`src/pkg/smd_params.svh`:
```
`ifndef SMD_PARAMS_SVH
`define SMD_PARAMS_SVH
// command codes
`define SMD_CMD_DUAL_LOOP 8'hF3
`define SMD_CMD_SINGLE_LOOP 8'hF4
`define SMD_CMD_DRV_OFF 8'hE4
`define SMD_CMD_DRV_ON 8'hE3
`define SMD_CMD_MOTOR_CONST 8'hA8
`define SMD_CMD_MT_OFF 8'hE2
`define SMD_CMD_MT_ON 8'hE7
`define SMD_CMD_DONE_HIGH 8'hFB
`define SMD_CMD_DONE_LOW 8'hBB
`define SMD_CMD_DONE_OFF 8'hAB
`define SMD_CMD_MON_ON 8'hAA
`define SMD_CMD_MON_OFF 8'hAC
`define SMD_CMD_MAP 8'hC8
`define SMD_CMD_MAP_OFF 8'hC9
// mapping limits
`define SMD_MAP_MIN 3'd1
`define SMD_MAP_MAX 3'd6
`define SMD_START_DEFAULT 8'h00
`define SMD_RSV_LO 8'd25
`define SMD_RSV_HI 8'd37
// tick timing
`define SMD_TICK_NS 120000
`define SMD_CLK_NS 10
`define SMD_TICK_CYC (`SMD_TICK_NS / `SMD_CLK_NS)
`endif

```
`src/pkg/smd_pkg.sv`:
```
package smd_pkg;
    typedef enum logic [1:0] {
        SMD_ANS_ACK = 2'b01,
        SMD_ANS_ERR = 2'b10
    } smd_ans_e;
    typedef logic [31:0] smd_word_t;
    typedef enum logic [2:0] {
        SMD_DONE_OFF = 3'b001,
        SMD_DONE_HI = 3'b010,
        SMD_DONE_LO = 3'b100
    } smd_done_e;
endpackage

```
`src/smd_ctl.sv`:
```
// What this block does
// - dual loop: position from secondary encoder
// - dual loop: error limits use secondary
// - entering dual loop loads target
// - ssi source used when dual selected
// - code 243 selects dual loop
// - driver off blocks motion until enabled
// - code 228 disables the driver
// - mode 27 shorts windings when off and hw_enable_in is high
// - mapping reserves registers 25 to 37
// - mapping takes start, timeout, 1-6 maps
// - code 226 stops trajectory at once
// - done waits for empty queue
// - monitor drives a, b, index lines
// - monitor output conflicts raise error
// - invert lines 1-3 for differential
// - monitor stays until its off command
`timescale 1ns/100ps
`include "smd_params.svh"
module smd_ctl
    import smd_pkg::*;
(
    // clock and reset
    input wire logic sys_clk_in,
    input wire logic reset_in,
    // command link
    input wire logic cmd_valid_in,
    input wire logic [7:0] cmd_code_in,
    input wire logic [7:0] map_start_in,
    input wire logic [31:0] map_timeout_in,
    input wire logic [2:0] map_count_in,
    input wire logic mode27_in,
    output logic ack_out,
    output logic cmd_err_out,
    output logic prog_abort_out,
    // feedback
    input wire logic [31:0] pri_pos_in,
    input wire logic [31:0] sec_pos_in,
    input wire logic [31:0] ssi_pos_in,
    input wire logic ssi_dual_src_in,
    input wire logic hw_enable_in,
    output logic dual_loop_out,
    output logic [31:0] loop_pos_out,
    output logic [31:0] limit_pos_out,
    output logic [31:0] comm_pos_out,
    output logic target_load_out,
    output logic [31:0] target_val_out,
    // driver and motion
    input wire logic motor_const_set_in,
    input wire logic motion_req_in,
    output logic drv_off_out,
    output logic motion_go_out,
    output logic short_wind_out,
    output logic traj_stop_out,
    output logic multitask_out,
    // mapping
    output logic map_active_out,
    output logic [7:0] map_start_out,
    output logic [31:0] map_timeout_out,
    output logic [2:0] map_count_out,
    output logic [7:0] rsv_lo_out,
    output logic [7:0] rsv_hi_out,
    output logic tick_out,
    // done and encoder monitor
    input wire logic queue_empty_in,
    input wire logic motion_active_in,
    input wire logic err_ok_in,
    input wire logic [2:0] io_is_out_in,
    input wire logic io_bit_wr_in,
    input wire logic [1:0] io_bit_line_in,
    input wire logic diff_out_in,
    input wire logic enc_a_in,
    input wire logic enc_b_in,
    input wire logic enc_z_in,
    output logic [2:0] io_drive_out,
    output logic [2:0] io_val_out,
    output logic led_green_out
);

    logic cmd_dual, cmd_drv_off, cmd_mt_off, cmd_mon_on, cmd_map;
    logic known_r, map_ok, mon_conflict, bit_conflict;
    logic dual_r, drv_off_r, mon_r, idle, inv;
    logic [16:0] tick_cnt_r;
    smd_done_e done_r;
    assign cmd_dual = cmd_valid_in && cmd_code_in == `SMD_CMD_DUAL_LOOP;
    assign cmd_drv_off = cmd_valid_in && cmd_code_in == `SMD_CMD_DRV_OFF;
    assign cmd_mt_off = cmd_valid_in && cmd_code_in == `SMD_CMD_MT_OFF;
    assign cmd_mon_on = cmd_valid_in && cmd_code_in == `SMD_CMD_MON_ON;
    assign cmd_map = cmd_valid_in && cmd_code_in == `SMD_CMD_MAP;
    assign map_ok = map_count_in >= `SMD_MAP_MIN &&
        map_count_in <= `SMD_MAP_MAX;
    assign mon_conflict = cmd_mon_on && (|io_is_out_in);
    assign bit_conflict = mon_r && io_bit_wr_in && io_bit_line_in != 2'd0;
    assign idle = queue_empty_in && !motion_active_in && err_ok_in;
    assign inv = diff_out_in;
    always_comb begin
        unique case (cmd_code_in)
            `SMD_CMD_DUAL_LOOP, `SMD_CMD_SINGLE_LOOP, `SMD_CMD_DRV_OFF,
            `SMD_CMD_DRV_ON, `SMD_CMD_MOTOR_CONST, `SMD_CMD_MT_OFF,
            `SMD_CMD_MT_ON, `SMD_CMD_DONE_HIGH, `SMD_CMD_DONE_LOW,
            `SMD_CMD_DONE_OFF, `SMD_CMD_MON_ON, `SMD_CMD_MON_OFF,
            `SMD_CMD_MAP_OFF: known_r = 1'b1;
            `SMD_CMD_MAP: known_r = map_ok;
            default: known_r = 1'b0;
        endcase
    end

    always_ff @(posedge sys_clk_in) begin
        if (reset_in) begin
            ack_out <= 1'b0;
            cmd_err_out <= 1'b0;
            prog_abort_out <= 1'b0;
        end else begin
            ack_out <= cmd_valid_in && known_r && !mon_conflict;
            cmd_err_out <= (cmd_valid_in && !known_r) || mon_conflict ||
                bit_conflict;
            prog_abort_out <= mon_conflict || bit_conflict;
        end
    end

    always_ff @(posedge sys_clk_in) begin
        if (reset_in) begin
            dual_r <= 1'b0;
        end else if (cmd_dual) begin
            dual_r <= 1'b1;
        end else if (cmd_valid_in && cmd_code_in == `SMD_CMD_SINGLE_LOOP) begin
            dual_r <= 1'b0;
        end
    end

    always_ff @(posedge sys_clk_in) begin
        if (reset_in) begin
            dual_loop_out <= 1'b0;
            loop_pos_out <= 32'h0000_0000;
            limit_pos_out <= 32'h0000_0000;
            comm_pos_out <= 32'h0000_0000;
        end else begin
            dual_loop_out <= dual_r;
            comm_pos_out <= pri_pos_in;
            if (dual_r) begin
                loop_pos_out <= ssi_dual_src_in ? ssi_pos_in : sec_pos_in;
                limit_pos_out <= ssi_dual_src_in ? ssi_pos_in : sec_pos_in;
            end else begin
                loop_pos_out <= pri_pos_in;
                limit_pos_out <= pri_pos_in;
            end
        end
    end
    always_ff @(posedge sys_clk_in) begin
        if (reset_in) begin
            target_load_out <= 1'b0;
            target_val_out <= 32'h0000_0000;
        end else begin
            target_load_out <= cmd_dual && !dual_r;
            if (cmd_dual && !dual_r) begin
                target_val_out <= ssi_dual_src_in ? ssi_pos_in : sec_pos_in;
            end
        end
    end

    always_ff @(posedge sys_clk_in) begin
        if (reset_in) begin
            drv_off_r <= 1'b0;
        end else if (cmd_drv_off) begin
            drv_off_r <= 1'b1;
        end else if (cmd_valid_in && (cmd_code_in == `SMD_CMD_MOTOR_CONST ||
            (cmd_code_in == `SMD_CMD_DRV_ON && motor_const_set_in))) begin
            drv_off_r <= 1'b0;
        end
    end
    always_ff @(posedge sys_clk_in) begin
        if (reset_in) begin
            drv_off_out <= 1'b0;
            motion_go_out <= 1'b0;
            short_wind_out <= 1'b0;
        end else begin
            drv_off_out <= drv_off_r;
            motion_go_out <= motion_req_in && !drv_off_r && !cmd_drv_off;
            short_wind_out <= mode27_in && drv_off_r && hw_enable_in;
        end
    end

    always_ff @(posedge sys_clk_in) begin
        if (reset_in) begin
            traj_stop_out <= 1'b0;
            multitask_out <= 1'b0;
        end else begin
            traj_stop_out <= cmd_mt_off;
            if (cmd_mt_off) begin
                multitask_out <= 1'b0;
            end else if (cmd_valid_in && cmd_code_in == `SMD_CMD_MT_ON) begin
                multitask_out <= 1'b1;
            end
        end
    end

    always_ff @(posedge sys_clk_in) begin
        if (reset_in) begin
            map_active_out <= 1'b0;
            map_start_out <= `SMD_START_DEFAULT;
            map_timeout_out <= 32'h0000_0000;
            map_count_out <= `SMD_MAP_MIN;
        end else if (cmd_map && map_ok) begin
            map_active_out <= 1'b1;
            map_start_out <= map_start_in;
            map_timeout_out <= map_timeout_in;
            map_count_out <= map_count_in;
        end else if (cmd_valid_in && cmd_code_in == `SMD_CMD_MAP_OFF) begin
            map_active_out <= 1'b0;
        end
    end
    always_ff @(posedge sys_clk_in) begin
        if (reset_in) begin
            rsv_lo_out <= 8'h00;
            rsv_hi_out <= 8'h00;
        end else begin
            rsv_lo_out <= map_active_out ? `SMD_RSV_LO : 8'h00;
            rsv_hi_out <= map_active_out ? `SMD_RSV_HI : 8'h00;
        end
    end

    always_ff @(posedge sys_clk_in) begin
        if (reset_in) begin
            tick_cnt_r <= 17'h0_0000;
            tick_out <= 1'b0;
        end else if (tick_cnt_r == 17'(`SMD_TICK_CYC - 1)) begin
            tick_cnt_r <= 17'h0_0000;
            tick_out <= 1'b1;
        end else begin
            tick_cnt_r <= tick_cnt_r + 17'h0_0001;
            tick_out <= 1'b0;
        end
    end

    // done mode select
    always_ff @(posedge sys_clk_in) begin
        if (reset_in) begin
            done_r <= SMD_DONE_OFF;
        end else if (cmd_valid_in && cmd_code_in == `SMD_CMD_DONE_HIGH) begin
            done_r <= SMD_DONE_HI;
        end else if (cmd_valid_in && cmd_code_in == `SMD_CMD_DONE_LOW) begin
            done_r <= SMD_DONE_LO;
        end else if (cmd_valid_in && cmd_code_in == `SMD_CMD_DONE_OFF) begin
            done_r <= SMD_DONE_OFF;
        end
    end
    always_ff @(posedge sys_clk_in) begin
        if (reset_in) begin
            mon_r <= 1'b0;
        end else if (cmd_mon_on && !mon_conflict) begin
            mon_r <= 1'b1;
        end else if (cmd_valid_in && cmd_code_in == `SMD_CMD_MON_OFF) begin
            mon_r <= 1'b0;
        end
    end

    always_ff @(posedge sys_clk_in) begin
        if (reset_in) begin
            io_drive_out <= 3'b000;
            io_val_out <= 3'b000;
            led_green_out <= 1'b0;
        end else begin
            led_green_out <= done_r != SMD_DONE_OFF && idle;
            if (mon_r) begin
                io_drive_out <= 3'b111;
                io_val_out <= {enc_z_in, enc_b_in, enc_a_in} ^ {3{inv}};
            end else begin
                io_drive_out <= {2'b00, done_r != SMD_DONE_OFF};
                unique case (done_r)
                    SMD_DONE_HI: io_val_out <= {2'b00, idle};
                    SMD_DONE_LO: io_val_out <= {2'b00, !idle};
                    default: io_val_out <= 3'b000;
                endcase
            end
        end
    end
endmodule

```
`config.mk`:
```
export PLATFORM = sky130hd
export DESIGN_NAME = smd_ctl
export DESIGN_NICKNAME = d
export VERILOG_FILES = /design/src/pkg/smd_pkg.sv /design/src/smd_ctl.sv
export VERILOG_INCLUDE_DIRS = /design/src /design/src/pkg
export SDC_FILE = /design/constraint.sdc
export NUM_CORES = 1
export LEC_CHECK = 0
export ABC_AREA = 1
export BUFFER_PORTS_ARGS = -buffer_cell sky130_fd_sc_hd__buf_2
export CAP_MARGIN = 20
export CORE_UTILIZATION = 35
export CTS_CLUSTER_DIAMETER = 30
export DETAILED_ROUTE_END_ITERATION = 10
export GPL_ROUTABILITY_DRIVEN = 0
export GPL_TIMING_DRIVEN = 0
export PLACE_DENSITY = 0.63
export REMOVE_ABC_BUFFERS = 1
export SYNTH_ARGS = -nofsm -noshare
export SYNTH_HDL_FRONTEND = slang
export SYNTH_SLANG_ARGS = --single-unit
```
`constraint.sdc`:
```
create_clock -name sys_clk_in -period 1.84 [get_ports sys_clk_in]
set_clock_uncertainty 0.05 [all_clocks]
set_input_delay 0.368 -clock sys_clk_in [delete_from_list [all_inputs] [get_ports sys_clk_in]]
set_output_delay 0.368 -clock sys_clk_in [all_outputs]
set_load 0.05 [all_outputs]
```
==> impl_metrics.yaml <==
sta:
  finalCritPeriodShare_pct: 92.21
  setup_viol_count_final: 0
  relSlewSlack_pct: 62.27
  min_period_ps: 1697
  drv_slew: 0
  hold_viol: 0
  grt_setup_unrepaired: "no"
  worst_slew_pin_slew_ps: 564.6
  max_freq_ghz: 0.5894
global_route:
  grtUsageTotal_pct: 20.03
  grt_max_degree: 48
  grt_overflow: 0
  antenna_found_initial: 1
  grt_pass1_wl_um: 33410
  grt_pass1_vias: 6432
power_and_ir_drop:
  p_per_area_nw_per_um2: 896.3
  ir_worst_vdd_v: 0.0005773
  power.leakage_uw: 0.005174
synth:
  synth_seq_area_share_pct: 49.42
  ys_top_cells_by_area: "dfxtp_1, nand2_1, nor2_1"
  synth_area_leader_cell: "dfxtp_1"
  synth_area_um2: 7332
  ys_warn_count: 0
  async_flop_share_pct: 0
  ys_seq_elements: 181
  synth_flop_cell: "dfxtp_1"
  synthCells: 980
  syn_avg_cell_area_um2: 7.482
  yosysUniqueCellTypes: 37
  yosys.area.top_type_share_pct: 49.42
  synth_edf_count: 0
drt:
  wl_per_cell_um: 14.27
  vias_per_cell: 4.499
  postRouteAntennaNets: 0
  drc_errors: 0
  wirelength_um: 22400
  vias: 7059
  dr.pass1.iters: 4
  drtIter0Drc: 267
floorplan:
  start_util_pct: 36.00
  die_h_um: 146.7
  fp.dieW_um: 146.7
  design.die.area_um2: 21530
  core_um2: 20360
  io_pins: 374
  std_cell_rows: 52
clock_network:
  cts_tree: "yes"
  h-tree-depth: 4
  clk_latency_ps: 420
  cts_sinks: 181
  clkSlewWorstSetupHoldPaths_ps: 70
  cts_setup_buffers: 0
  numCtsBuffers: 17
  cts_hold_buffers: 0
  clock_path_buffers: 2
  cts_root_buf: "clkbuf_16"
finish:
  n_antenna_cell: 0
  final_cell_area_um2: 9594
  drive_above_1_share_pct: 32.56
  fin_cells: 1569
  finish.utilization_pct: 47.11
  layout_commonest_cell: "buf_2"
  syn_to_final_growth_pct: 30.85
  nFillCells: 2066
  num-nets-final: 1456
  mostFrequentLayoutCells: "buf_2, dfxtp_1, nand2_1, nor2_1, inv_1"
worst_setup_path:
  slowest_stage: "dfxtp_1"
  cp-end-kind: "output pin"
  arrival_ps: 1280
  worstPathRequired_ps: 1420
  path_buf_inv: 1
  path_class: "reg -> out"
  path_cells: "buf_2"
  crit_path_max_incr_delay_ps: 520
  start_kind: "register"
  path_max_fanout: 6
  crit_family: "flip-flops"
hold_path:
  hold_path_class: "in -> reg"
run:
  drv_cap: 0
place:
  dpl_cell_area_um2: 8972
  dpl.hpwl_um: 15560
  placed_cells: 1534
  portBuffers: 363
outcome:
  status: "finished clean"
## area by class of cell
cell class / instances / area [um^2] / area share [%]
clock buffers: 18 / 429.2 / 4.473
clock inverters: 13 / 117.6 / 1.226
inverters: 149 / 571.8 / 5.960
multi-input cells: 573 / 2641 / 27.53
flip-flops and latches: 181 / 3623 / 37.77
well taps: 270 / 337.8 / 3.521
repair buffers: 365 / 1873 / 19.52
## logic make-up after synthesis
family,after synthesis,share of synthesized area [%]
DFF,181,49.42
AOI/OAI and AO/OA,170,12.37
and+or+nand+nor,384,21.57
buffers and inverters,239,15.94
other,1,0.05115
adders and majority gates,1,0.1706
xor gates and xnor gates,4,0.4778
## power breakdown
group          leakage, uW  internal (uW)  switching [uW]  total [uW]
sequential         0.00148           4000            36.8        4040
combinational      0.00344            312             824        1140
clock             0.000253           1770            1650        3420
total              0.00517           6090            2510        8600
## state kept, by name, indices dropped and copies added, names as in the netlist, 2 cells and up
| signal | count |
|---|---|
| io_val_out | 3 |
| map_start_out | 8 |
| map_timeout_out | 32 |
| comm_pos_out | 32 |
| done_r | 3 |
| map_count_out | 3 |
| target_val_out | 32 |
| tick_cnt_r | 17 |
| limit_pos_out | 32 |
| io_drive_out | 2 |
## routing by layer
layer  part of all wire (%)  GRT usage [%]
met1                     43          23.50
met2                     50          35.62
met3                    6.4          5.466
met4                    1.1          5.469
met5                      0              0
## worst paths after layout
path | startpoint | endpoint | slack, ps | cells after the start
worst min register to register | map_active_out | rsv_lo_out[3] | 380 | 2
worst min-delay path | pri_pos_in[11] | comm_pos_out[11] | 110 | 3
worst max-delay path | rsv_lo_out[3] | rsv_lo_out[4] | 140 | 1
worst max register to register | dual_r | target_val_out[19] | 150 | 3
## stage by stage
step | total power [uW] | setup WS (ps) | setup TNS (ps) | hold slack [ps]
floorplan | 4829 | -775.4 | -13180 | 367.5
global placement | 5248 | -3126 | -288190 | 366.7
detailed placement | 5266 | -1386 | -102150 | 371.3
CTS | 8685 | 14.60 | 0 | 88.78
global route | 8960 | 1.594 | 0 | 85.18
finish | 8599 | 143.3 | 0 | 110.0
## repair_timing
action | in CTS | in global routing
gates cloned | 1 | 3
pin swaps | 1 | 2
resized for setup | 6 | 3
endpoints found under the setup margin | 132 | 98
## cells in the mapped netlist, drive strengths merged (2+ instances only)
library cell / instances
inv: 148
dfxtp: 181
xnor2: 4
buf: 75
or2: 2
nor2: 167
o22ai: 32
clkbuf: 15
o21ai: 86
nor3: 14
nand4: 7
nand2: 171
nand3: 19
o211ai: 3
a21oi: 47
No activity file was read; power rests on OpenSTA's default activity.
